$ cat src/pkg/base_timer_defs.svh
`ifndef BASE_TIMER_DEFS_SVH
`define BASE_TIMER_DEFS_SVH

// Register indices on the plain register port.
`define ADDR_CTRL      4'h0
`define ADDR_CTRL1     4'h1
`define ADDR_COMPARE0  4'h2
`define ADDR_COUNT     4'h3
`define ADDR_STATUS    4'h4

// Field positions in the control register.
`define CTRL_MODE_LO   5
`define CTRL_MODE_HI   6
`define CTRL_GRP_START 0
`define CTRL_COM_START 1
`define CTRL_RST_SEL   2
`define CTRL_PIN_SEL   3

// Field positions in control register 1.
`define CTRL1_RST_ON_MATCH 0

// Counting mode codes.
`define MODE_INC       2'h0
`define MODE_UPDOWN    2'h1
`define MODE_TWOPHASE  2'h2

// Count limits and reset values.
`define COUNT_TOP      16'hFFFF
`define COUNT_ZERO     16'h0000
`define CTRL_RESET     8'h00
`define MATCH_DELAY    2'h2
`define SYNC_IDLE      4'h3

`endif

$ cat src/pkg/base_timer_pkg.sv
package base_timer_pkg;

    typedef enum logic [1:0] {DIR_UP, DIR_MATCH_WAIT, DIR_DOWN} dir_t;

    typedef struct packed {
        logic [3:0]  addr;
        logic [15:0] wdata;
        logic        wr;
        logic        rd;
    } reg_req_t;

    typedef struct packed {
        logic phase_a;
        logic phase_b;
        logic irq_a_n;
        logic irq_b_n;
    } pins_t;

endpackage

$ cat src/core/io_base_timer_updown.sv
// Overview of operation
// - Control bits six and five select the counting mode, zero giving increment and one giving up/down.
// - Mode code binary 10 runs the timer as a two-phase pulse decoder on the phase pins.
// - Counting begins once the common start bit or the group start bit is written to one.
// - In up/down mode the timer turns to counting down when it reaches FFFFh.
// - With reset-on-match set, the timer turns down two counts after it equals compare register 0.
// - While counting down the timer turns back up when it reaches 0000h.
// - A low level on the selected external interrupt pin resets the timer when that source is on.
//
// The plain strobed port and the placing of the registers are this design's own decisions.
`timescale 1ns/1ps
`include "base_timer_defs.svh"

module io_base_timer_updown
    import base_timer_pkg::*;
(
    // Clock and reset.
    input  wire logic        ref_clk,
    input  wire logic        rst,
    // Register port.
    input  wire reg_req_t    req,
    output logic [15:0]      rdata,
    // Pins.
    input  wire pins_t       pins,
    // Timer state.
    output logic [15:0]      count,
    output logic             counting_down
);

    logic [7:0]  ctrl_r, ctrl_nxt;
    logic        ctrl1_r, ctrl1_nxt;
    logic [15:0] cmp_r, cmp_nxt;
    logic [15:0] cnt_r, cnt_nxt;
    dir_t        dir_r, dir_nxt;
    logic [1:0]  wait_r, wait_nxt;
    logic [15:0] rdata_r, rdata_nxt;
    logic [3:0]  s1_r, s2_r;
    logic        pa_old_r, pb_old_r;
    logic        down_r, down_nxt;

    // Pins are asynchronous, so each passes two flip-flops before use.
    // The stages reset to the idle pin levels, so no false edge or pin reset follows reset.
    always_ff @(posedge ref_clk or posedge rst)
    begin
        if (rst)
        begin
            s1_r     <= `SYNC_IDLE;
            s2_r     <= `SYNC_IDLE;
            pa_old_r <= 1'b0;
            pb_old_r <= 1'b0;
        end
        else
        begin
            s1_r     <= {pins.phase_a, pins.phase_b, pins.irq_a_n, pins.irq_b_n};
            s2_r     <= s1_r;
            pa_old_r <= s2_r[3];
            pb_old_r <= s2_r[2];
        end
    end

    logic [1:0] mode;
    logic       started;
    logic       pin_reset;
    logic       pa_edge;

    assign mode      = {ctrl_r[`CTRL_MODE_HI], ctrl_r[`CTRL_MODE_LO]};
    assign started   = ctrl_r[`CTRL_GRP_START] | ctrl_r[`CTRL_COM_START];
    assign pin_reset = ctrl_r[`CTRL_RST_SEL] &
                       (ctrl_r[`CTRL_PIN_SEL] ? ~s2_r[0] : ~s2_r[1]);
    assign pa_edge   = s2_r[3] & ~pa_old_r;

    // Steps wrap silently at the ends; in up/down mode the direction logic turns first.
    function automatic logic [15:0] step_up(input logic [15:0] v);
        return v + 16'h0001;
    endfunction

    function automatic logic [15:0] step_down(input logic [15:0] v);
        return v - 16'h0001;
    endfunction

    always_comb
    begin
        ctrl_nxt  = ctrl_r;
        ctrl1_nxt = ctrl1_r;
        cmp_nxt   = cmp_r;
        cnt_nxt   = cnt_r;
        dir_nxt   = dir_r;
        wait_nxt  = wait_r;
        rdata_nxt = 16'h0000;
        if (req.wr)
        begin
            unique case (req.addr)
                `ADDR_CTRL:     ctrl_nxt  = req.wdata[7:0];
                `ADDR_CTRL1:    ctrl1_nxt = req.wdata[`CTRL1_RST_ON_MATCH];
                `ADDR_COMPARE0: cmp_nxt   = req.wdata;
                default:        ;
            endcase
        end
        if (req.rd)
        begin
            unique case (req.addr)
                `ADDR_CTRL:     rdata_nxt = {8'h00, ctrl_r};
                `ADDR_CTRL1:    rdata_nxt = {15'h0000, ctrl1_r};
                `ADDR_COMPARE0: rdata_nxt = cmp_r;
                `ADDR_COUNT:    rdata_nxt = cnt_r;
                `ADDR_STATUS:   rdata_nxt = {15'h0000, dir_r == DIR_DOWN};
                default:        rdata_nxt = 16'h0000;
            endcase
        end
        if (pin_reset)
        begin
            cnt_nxt  = `COUNT_ZERO;
            dir_nxt  = DIR_UP;
            wait_nxt = 2'h0;
        end
        else if (started)
        begin
            unique case (mode)
                `MODE_INC: cnt_nxt = step_up(cnt_r);
                `MODE_UPDOWN:
                begin
                    unique case (dir_r)
                        DIR_UP:
                        begin
                            cnt_nxt = step_up(cnt_r);
                            if (cnt_nxt == `COUNT_TOP)
                                dir_nxt = DIR_DOWN;
                            else if (ctrl1_r && cnt_r == cmp_r)
                            begin
                                dir_nxt  = DIR_MATCH_WAIT;
                                wait_nxt = `MATCH_DELAY - 2'h1;
                            end
                        end
                        DIR_MATCH_WAIT:
                        begin
                            // The count leaving the match is the first of the delay, so the
                            // turn is taken on the edge that makes the last of them.
                            cnt_nxt  = step_up(cnt_r);
                            wait_nxt = wait_r - 2'h1;
                            if (wait_nxt == 2'h0 || cnt_nxt == `COUNT_TOP)
                                dir_nxt = DIR_DOWN;
                        end
                        DIR_DOWN:
                        begin
                            cnt_nxt = step_down(cnt_r);
                            if (cnt_nxt == `COUNT_ZERO)
                                dir_nxt = DIR_UP;
                        end
                        default: dir_nxt = DIR_UP;
                    endcase
                end
                `MODE_TWOPHASE:
                begin
                    // Phase B level at the A edge gives direction, as a quadrature decoder.
                    if (pa_edge)
                        cnt_nxt = pb_old_r ? step_down(cnt_r) : step_up(cnt_r);
                end
                default: ;
            endcase
        end
        // Registered so the direction output flips on the same edge as the count.
        down_nxt = (dir_nxt == DIR_DOWN);
    end

    always_ff @(posedge ref_clk or posedge rst)
    begin
        if (rst)
        begin
            ctrl_r  <= `CTRL_RESET;
            ctrl1_r <= 1'b0;
            cmp_r   <= `COUNT_ZERO;
            cnt_r   <= `COUNT_ZERO;
            dir_r   <= DIR_UP;
            wait_r  <= 2'h0;
            rdata_r <= 16'h0000;
            down_r  <= 1'b0;
        end
        else
        begin
            ctrl_r  <= ctrl_nxt;
            ctrl1_r <= ctrl1_nxt;
            cmp_r   <= cmp_nxt;
            cnt_r   <= cnt_nxt;
            dir_r   <= dir_nxt;
            wait_r  <= wait_nxt;
            rdata_r <= rdata_nxt;
            down_r  <= down_nxt;
        end
    end

    assign rdata         = rdata_r;
    assign count         = cnt_r;
    assign counting_down = down_r;
endmodule // io_base_timer_updown

$ cat config.mk
export PLATFORM = sky130hd
export DESIGN_NAME = io_base_timer_updown
export DESIGN_NICKNAME = d
export VERILOG_FILES = /design/src/pkg/base_timer_pkg.sv /design/src/core/io_base_timer_updown.sv
export VERILOG_INCLUDE_DIRS = /design/src /design/src/pkg
export SDC_FILE = /design/constraint.sdc
export NUM_CORES = 1
export LEC_CHECK = 0
export BUFFER_PORTS_ARGS = -buffer_cell sky130_fd_sc_hd__buf_2
export CORE_MARGIN = 3
export CORE_UTILIZATION = 30
export DETAILED_ROUTE_END_ITERATION = 12
export HOLD_SLACK_MARGIN = 0.08
export PLACE_DENSITY_LB_ADDON = 0.05
export SYNTH_ARGS = -nofsm -noshare
export SYNTH_HDL_FRONTEND = slang
export SYNTH_SLANG_ARGS = --single-unit
export TNS_END_PERCENT = 100
$ cat constraint.sdc
create_clock -name ref_clk -period 4.7 [get_ports ref_clk]
set_input_delay 0.235 -clock ref_clk [delete_from_list [all_inputs] [get_ports ref_clk]]
set_output_delay 0.235 -clock ref_clk [all_outputs]
set_load 0.1 [all_outputs]
== After elaboration in Yosys (flattened, before gate mapping) ==
Cells that the tools add are included.

* Shift-type cells: 0
* Reductions and logical operators: 17
* Equality and inequality tests: 15
* Add/subtract/negate cells: 3
* Divide/modulo/power cells: 0
* Multiplexer cells: 23
* Multiply operators: 0
* Bitwise operators: 6
* Order comparisons: 0

{| class="wikitable"
|+ Operators with widths
! kind !! number
|-
| 16-bit two-way mux || 5
|-
| 16-bit one-hot mux with 5 select lines || 1
|-
| 16-bit one-hot mux with 3 select lines || 1
|-
| 16-bit one-hot mux with 2 select lines || 1
|-
| 2-bit two-way mux || 12
|-
| 16-bit by 1-bit adder with 16-bit output, second input constant || 1
|-
| 16-bit equality test || 1
|-
| 16-bit equality test, second input constant || 1
|-
| 16-bit zero test || 1
|-
| 16-bit by 1-bit subtractor with 16-bit output, second input constant || 1
|-
| 3-bit != test, second input constant || 3
|-
| 4-bit by 2-bit equality test with 1-bit output, second input constant || 2
|-
| 2-bit equality test, second input constant || 3
|-
| 2-bit zero test || 3
|-
| 2-bit one-hot mux with 3 select lines || 1
|-
| 2-bit AND reduction || 3
|-
| 5-bit AND reduction || 1
|-
| 2-bit by 1-bit equality test with 1-bit output, second input constant || 2
|-
| 4-bit by 1-bit equality test with 1-bit output, second input constant || 1
|-
| 4-bit by 3-bit equality test with 1-bit output, second input constant || 1
|-
| 4-bit zero test || 1
|-
| 4-bit != test, second input constant || 1
|-
| 2-bit one-hot mux with 2 select lines || 1
|-
| 4-bit AND reduction || 1
|-
| other kinds (11) || 15
|}

* RAM bits: 0
* Memories kept: 0
* Word-level logic and storage cells: 76
* Memory bits (read-only): 0
* Bits in latches: 0
* Bits in registers: 72
* Output and inout port bits: 33

== Longest topological paths before layout ==
Gate-level depths: netlist (run 1).

* Depth in word-level cells: 9
* Gate-level depth with buffers: 11
* Gate-level depth less buffers: 9

== Worst setup path before layout (run 1) ==
OpenSTA, ideal clock, no wires.

* Kind: register to register
* Start point: register cnt_r[0], in the netlist count[0]
* End point: register down_r, in the netlist counting_down
* Path buffers: 2
* Cell stages (with the launch flop): 11
* Setup slack: 1985 ps
* Arrival time: 2594 ps
* Clock period less this slack: 2715 ps
* Library setup time: 120 ps
* Data required time: 4580 ps
* Cell sequence: dfrtp_1 > buf_2 > inv_1 > ha_1 > buf_2 > xor2_1 > nor4_1 > and3_1 > a32o_1 > o211ai_2 > o211a_1

* Cells in the longest elaborated chain, start to end: 9

{| class="wikitable"
|+ RTL lines
! what !! line !! source
|-
| start, declared || io_base_timer_updown.sv:33 || <nowiki>logic [15:0] cnt_r, cnt_nxt;</nowiki>
|-
| start signal, assigned || io_base_timer_updown.sv:172 || <nowiki>cnt_r <= `COUNT_ZERO;</nowiki>
|-
| start signal, assigned || io_base_timer_updown.sv:183 || <nowiki>cnt_r <= cnt_nxt;</nowiki>
|-
| 16-bit by 1-bit adder with 16-bit output / 16-bit equality test (equally long branches) || io_base_timer_updown.sv:74, io_base_timer_updown.sv:128 ||
|-
| 16-bit equality test (no line) / 1-bit logical AND (equally long branches) || -- ||
|-
| 1-bit logical OR (no line) / 2-bit two-way mux (equally long branches) || -- ||
|-
| 2-bit two-way mux (on tied branches) || io_base_timer_updown.sv:140, io_base_timer_updown.sv:126 ||
|-
| 2-bit one-hot mux with 3 select lines (*) || io_base_timer_updown.sv:122 || <nowiki>unique case (dir_r)</nowiki>
|-
| 2-bit two-way mux (*) || io_base_timer_updown.sv:118 || <nowiki>unique case (mode)</nowiki>
|-
| 2-bit two-way mux (*) || io_base_timer_updown.sv:116 || <nowiki>else if (started)</nowiki>
|-
| 2-bit two-way mux (*) || io_base_timer_updown.sv:110 || <nowiki>if (pin_reset)</nowiki>
|-
| via dir_nxt[1] || io_base_timer_updown.sv:34 || <nowiki>dir_t dir_r, dir_nxt;</nowiki>
|-
| 2-bit equality test (*) || io_base_timer_updown.sv:162 || <nowiki>down_nxt = (dir_nxt == DIR_DOWN);</nowiki>
|-
| via down_nxt || io_base_timer_updown.sv:39 || <nowiki>logic down_r, down_nxt;</nowiki>
|-
| end signal, assigned || io_base_timer_updown.sv:187 || <nowiki>down_r <= down_nxt;</nowiki>
|-
| end, declared || io_base_timer_updown.sv:39 ||
|}

The timed path passes the listed nets; every way through them passes the cells marked *.
A chain may end at the register's enable or synchronous reset.

== Worst setup path in the final report (run 1) ==
* Start point: register cnt_r[0], in the netlist count[0]
* End point: register wait_r[1]

* Cells in the longest elaborated chain, start to end: 4

{| class="wikitable"
|+ RTL lines
! what !! line !! source
|-
| 16-bit by 1-bit adder with 16-bit output / 16-bit equality test (equally long branches) || io_base_timer_updown.sv:74, io_base_timer_updown.sv:128 ||
|-
| 16-bit equality test (no line) / 1-bit logical AND (equally long branches) || -- ||
|-
| 3-bit != test (no line) || -- ||
|-
| 5-bit AND reduction (no line) (*) || -- ||
|-
| end signal, assigned || io_base_timer_updown.sv:185 || <nowiki>wait_r <= wait_nxt;</nowiki>
|-
| end, declared || io_base_timer_updown.sv:35 || <nowiki>logic [1:0] wait_r, wait_nxt;</nowiki>
|}

Every way passes the cells marked *; elsewhere a longest branch is shown, timed or not.

==> flow_summary.ini, run 1 <==
[clock_network]
cts_buffer_depth = 2
htreeDepth = 3
clk_pin_slew_worst_paths_ns = 0.06
cts_tree = yes
post_cts_buffers = 0
cts-root-buf = clkbuf_16
tritoncts.num_buffers = 9
cts_resized = 0
clkLatencyLatePin_ns = 0.34
cts.sinks = 72
ctsHoldBuffers = 4

[die]
die_area_um2 = 15600
dieHeight_um = 125
rows = 42
core_area_um2 = 13500
pin_count = 61
die_w_um = 125
initial_utilization_pct = 31.4

[layout]
drive_above_1_share_pct = 27.0
n_antenna_cell = 0
layout.cells.non_filler = 653
finish.instance_area_um2 = 4950
nets = 508
area_growth_pct = 16.7
fill_cells = 1369

[drt]
routed_via_density = 5.53
first_pass_iters = 5
drtIter0Drc = 261
drc_errors = 0
vias = 3609
wl_mm = 13.0
post_drt_wl_per_cell_um = 19.9
antenna_left = 0

[logic_synthesis]
seq_area_frac_synth_pct = 42.6
synth_top_area_share_pct = 40.1
async_flop_share_pct = 100
synth_common_cells = dfrtp_1, nor2_1, mux2_2
ys_types = 62
yosysTopAreaCell = dfrtp_1
ys_warn_count = 0
ys_top_cells_by_area = dfrtp_1, mux2_2, xnor2_1, nor2_1, a22oi_1
syn_area_um2 = 4240
synth_enable_flop_cells = 0
yosys_most_used_dff = dfrtp_1
synthCells = 430
syn-mean-instance-area_um2 = 9.86
ys_ff_latch = 72
syn_nets = 466
synth.most_common_cell = dfrtp_1

[sta]
fmax_mhz = 383
worst_pin_slew_ns = 0.928
final_hold_viol_count = 0
setup_tns_ns = 0
drv_slew = 0
setup_viol = 0
rsz0062_at_grt = false
max_slew_margin_pct = 38.0
clock_skew_ns = 0.00607
fin_crit_sh_pct = 55.6
fin_crit_ns = 2.61

[global_routing]
grt_usage_pct = 17.0
grt_pass1_vias = 3648
grt.overflow.total = 0
grt_max_degree = 43
grt_pass1_wl_mm = 20.9
antenna_found_initial = 0

[pwr]
total_power_mw = 2.86
p_clk_share_pct = 26.5
p_switching_mw = 1.29
swShare_pct = 45.1
internal_power_mw = 1.57
seq_power_share_pct = 33.1
ir_drop_mv = 0.295
p_comb_share_pct = 40.4
pwr_density_cell_nw_per_um2 = 578
power_leakage_nw = 2.09

[worst_setup_path]
crit_slowest_cell = dfrtp_1
worstPathCellList = ha_1, nand3_2, a2111oi_2, o21a_1, o2111ai_2, nand2b_1, nand3_1, a31oi_1
required_ns = 4.95
start_kind = flop
end_kind = flop
timing.critical_path.fanout_max = 14
worst-path-buf-inv = 0
critPathTopFamily = compound AO/OA/AOI/OAI gates
arrival_ns = 2.86
slowest_delay_ns = 0.67
critical_path_class = reg -> reg

[job]
drv_cap = 0

[placed_design]
dp_cells = 633
dpl.hpwl_mm = 9.20
place.gp.congestion = 0.845
portBuffers = 60
dpl_cell_area_um2 = 4580

[hold_path]
min_path_type = in -> async

[run_status]
status = completed
[final timing paths]
path	from	end	slack (ns)	cells past startpoint
setup / recovery	count[0]$_DFFE_PP0P_	wait_r[1]$_DFFE_PP0P_	2.09	8
hold / removal	rst	ctrl_r[1]$_DFFE_PP0P_	0.10	2
setup reg to reg	count[0]$_DFFE_PP0P_	wait_r[1]$_DFFE_PP0P_	2.09	8
hold reg to reg	s1_r[3]$_DFF_PP0_	s2_r[3]$_DFF_PP0_	0.35	0
max in group asynchronous	rst	rdata[14]$_DFF_PP0_	3.63	3
min in group ref_clk	req[10]	cmp_r[8]$_DFFE_PP0P_	0.12	2
[registers in the layout, indices dropped and copies added, names as in the netlist]
name and flops:
wait_r 2, s1_r 4, counting_down 1, cmp_r 16
ctrl1_r 1, pb_old_r 1, pa_old_r 1, ctrl_r 8
rdata 16, count 16, s2_r 4, dir_r 2
[logic make-up (layout without fill, tap and decap cells)]
group,count (synthesis),count (layout),synth area share (%)
buffers and inverters,47,94,5.58
DFF,72,72,42.6
and+or+nand+nor,138,138,17.5
muxes,34,34,8.97
AOI/OAI and AO/OA,105,105,17.6
adders and majority gates,8,8,2.36
xor gates and xnor gates,26,26,5.37
[power groups by stage]
stage	clock network [mW]	registers, mW	logic, mW
after floorplan	0	1.04	0.803
after global placement	0	0.956	1.15
after detailed placement	0	0.958	1.15
final	0.757	0.947	1.15
after global routing	0.807	0.972	1.25
after CTS	0.784	0.946	1.15
[per-stage QoR]
step	util, %	hold slack (ns)	setup WS (ns)
after floorplan	-	0.239	1.99
after global placement	33.9	0.334	2.22
after detailed placement	33.9	0.335	2.13
after CTS	36.6	0.110	2.11
after global routing	36.6	0.120	1.87
final	36.6	0.103	2.09
[layer usage]
layer / routed length, um / GRT usage [%]
met5: 0 / 0
met4: 181 / 5.55
met2: 6030 / 26.7
met3: 848 / 4.20
met1: 5970 / 23.2
[placed cells by master (no fill, tap or decap), types with 3 or more instances in the layout]
cell type | netlist | layout
xor2_1 | 6 | 6
inv_1 | 13 | 12
o211ai_1 | 4 | 4
dlygate4sd3_1 | 0 | 4
o21ai_0 | 14 | 14
o32ai_1 | 5 | 5
a31oi_1 | 4 | 4
xnor2_1 | 20 | 20
o22ai_1 | 7 | 7
a211oi_1 | 9 | 9
nand2_1 | 28 | 28
buf_2 | 12 | 60
and3_1 | 6 | 6
clkbuf_16 | 0 | 9
a221oi_1 | 4 | 4
nor3_2 | 3 | 3
ha_1 | 8 | 8
nand3_1 | 18 | 18
dfstp_2 | 4 | 4
or4_1 | 3 | 3
dfrtp_1 | 68 | 68
nor2_1 | 40 | 40
nor4_1 | 5 | 5
a22oi_1 | 16 | 16
nand2b_1 | 3 | 3
nor3_1 | 6 | 6
a21oi_1 | 21 | 21
mux2_2 | 32 | 32
nand4_1 | 6 | 6
[worst register-to-register path, stage by stage (launching register included)]
cell and delay, ns:
dfrtp_1 0.67, ha_1 0.36, nand3_2 0.24, a2111oi_2 0.44, o21a_1 0.19, o2111ai_2 0.21
nand2b_1 0.17, nand3_1 0.09, a31oi_1 0.15
[layout make-up]
class | instances | area, um^2 | share of cell area [%]
Sequential cell | 72 | 1810 | 36.5
Clock buffer | 9 | 225 | 4.55
Clock inverter | 7 | 103 | 2.07
Multi-Input combinational cell | 311 | 2200 | 44.4
Timing Repair Buffer | 65 | 348 | 7.03
Inverter | 13 | 48.8 | 0.986
Tap cell | 176 | 220 | 4.45
Note: power is estimated with default switching activity, not from simulation.
==> run 2, diff against run 1 <==
==> constraint.sdc (replaced) <==
create_clock -name ref_clk -period 2.5 [get_ports ref_clk]
set_input_delay 0.125 -clock ref_clk [delete_from_list [all_inputs] [get_ports ref_clk]]
set_output_delay 0.125 -clock ref_clk [all_outputs]
set_load 0.1 [all_outputs]
==> run 2 against run 1 <==
  * Flip-flop and latch count unchanged
  * Utilization up 2.7 points
  * Global-route usage grew 0.68 points
  * Largest cell class unchanged
  * Routed wire length up 3.0%
  * Sequential share of layout area shrank 2.4 points
  * Final area up 7.5%
  * Final cell count rose by 6.7%
  * Highest routed layer unchanged
  * Via count increased by 3.3%
  * Clock power grew 74%
  * Count of clock-buffer cells in the layout stayed put
  * Die area unchanged
  * First-iteration DRC count shrank 1.5%
==> flow_summary.ini, run 2 (synthesis gave the netlist of run 1 again) <==
[run_status]
status = completed

[layout]
area_growth_pct = 25.4
mostFrequentLayoutCells = dfrtp_1, buf_2, nor2_1, mux2_2, nand2_1
drive_above_1_share_pct = 30.9
final_common_cell = dfrtp_1
layout.cells.non_filler = 697
nets = 552
n_antenna_cell = 0

[worst_setup_path]
end_kind = flop
worst-path-buf-inv = 0
crit_slowest_cell = dfrtp_2
start_kind = flop
worstPathCellList = ha_1, nand3_2, nor3_2, or3b_1, xor2_1, o32ai_1, nand2_1, a21oi_2
critical_path_class = reg -> reg
critPathTopFamily = simple AND/OR/NAND/NOR gates
timing.critical_path.fanout_max = 10
required_ns = 2.77
slowest_delay_ns = 0.44
arrival_ns = 2.58

[die]
die_w_um = 125
die_area_um2 = 15600
rows = 42
core_area_um2 = 13500
dieHeight_um = 125
initial_utilization_pct = 31.4
pin_count = 61

[global_routing]
grt.overflow.total = 0
grt_max_degree = 73
grt_pass1_vias = 3760
grt_usage_pct = 17.7
antenna_found_initial = 0
grt_pass1_wl_mm = 21.8

[drt]
drtIter0Drc = 257
first_pass_iters = 4
wl_mm = 13.4
vias = 3729
routed_via_density = 5.35
drc_errors = 0
antenna_left = 0
post_drt_wl_per_cell_um = 19.3

[clock_network]
clkLatencyLatePin_ns = 0.34
cts.sinks = 72
clk_pin_slew_worst_paths_ns = 0.06
cts_buffer_depth = 2
htreeDepth = 3
cts-root-buf = clkbuf_16
cts_tree = yes
tritoncts.num_buffers = 9

[sta]
final_hold_viol_count = 0
setup_tns_ns = 0
fmax_mhz = 433
worst_pin_slew_ns = 0.671
setup_viol = 0
clock_skew_ns = 0.00783
drv_slew = 0
fin_crit_sh_pct = 92.3
rsz0062_at_grt = false
max_slew_margin_pct = 55.3
fin_crit_ns = 2.31

[placed_design]
portBuffers = 60
place.gp.congestion = 0.810
dp_cells = 660
dpl.hpwl_mm = 9.60

[pwr]
ir_drop_mv = 0.505
p_comb_share_pct = 45.0
swShare_pct = 45.0
power_leakage_nw = 2.27
p_switching_mw = 2.47
total_power_mw = 5.49
seq_power_share_pct = 30.9
internal_power_mw = 3.02
p_clk_share_pct = 24.1
pwr_density_cell_nw_per_um2 = 1030

[job]
drv_cap = 0

[hold_path]
min_path_type = in -> reg
-- run 2: worst paths after layout --
kind / startpoint / to / slack (ns) / cells past startpoint
min in group asynchronous: rst / count[4]$_DFFE_PP0P_ / 0.39 / 4
max reg2reg: count[0]$_DFFE_PP0P_ / count[14]$_DFFE_PP0P_ / 0.19 / 8
min reg2reg: s1_r[2]$_DFF_PP0_ / s2_r[2]$_DFF_PP0_ / 0.35 / 0
min: req[1] / ctrl1_r$_DFFE_PP0P_ / 0.21 / 3
max in group asynchronous: rst / s2_r[0]$_DFF_PP1_ / 1.74 / 4
max: count[0]$_DFFE_PP0P_ / count[14]$_DFFE_PP0P_ / 0.19 / 8
-- run 2: repair_timing --
item | in CTS | in global routing
endpoints found under the setup margin | 0 | 1
buffers inserted | 0 | 0
gates resized for setup | 0 | 1
hold buffers | 21 | 0
hold endpoints to repair | 97 | 0
-- run 2: tightest hold or removal path, stage by stage --
cell      delay [ns]
buf_2           0.12
nand4b_1        0.12
mux2_2          0.15
-- run 2: cell type report --
class / instances / area [um^2]
repair buffers: 109 / 733
multi-input cells: 311 / 2200
clock buffers: 9 / 225
inverters: 13 / 48.8
well taps: 176 / 220
flip-flops and latches: 72 / 1810
clock inverters: 7 / 78.8
fillers: 1383 / 8190
-- run 2: per-layer routing --
layer  track usage [%]  part of all wire (%)
met3              4.37                   5.8
met2              27.5                    46
met5                 0                     0
met1              24.2                    46
met4              5.99                   1.9
-- run 2: through the flow --
step / area (um^2) / setup WS, ns / util, % / hold slack (ns)
after CTS: 5320 / 0.181 / 39.4 / 0.184
final: 5320 / 0.193 / 39.4 / 0.207
after global routing: 5320 / 0.0230 / 39.4 / 0.216
after detailed placement: 4800 / 0.196 / 35.5 / 0.231
after floorplan: 4250 / 0.00207 / - / 0.129
after global placement: 4800 / 0.144 / 35.5 / 0.234
-- run 2: power groups by stage --
stage                     logic, mW  clock network (mW)  registers, mW
final                          2.47                1.32           1.70
after global routing           2.67                1.41           1.74
after CTS                      2.47                1.36           1.70
after detailed placement       2.43                   0           1.72
after global placement         2.44                   0           1.71
after floorplan                1.51                   0           1.96
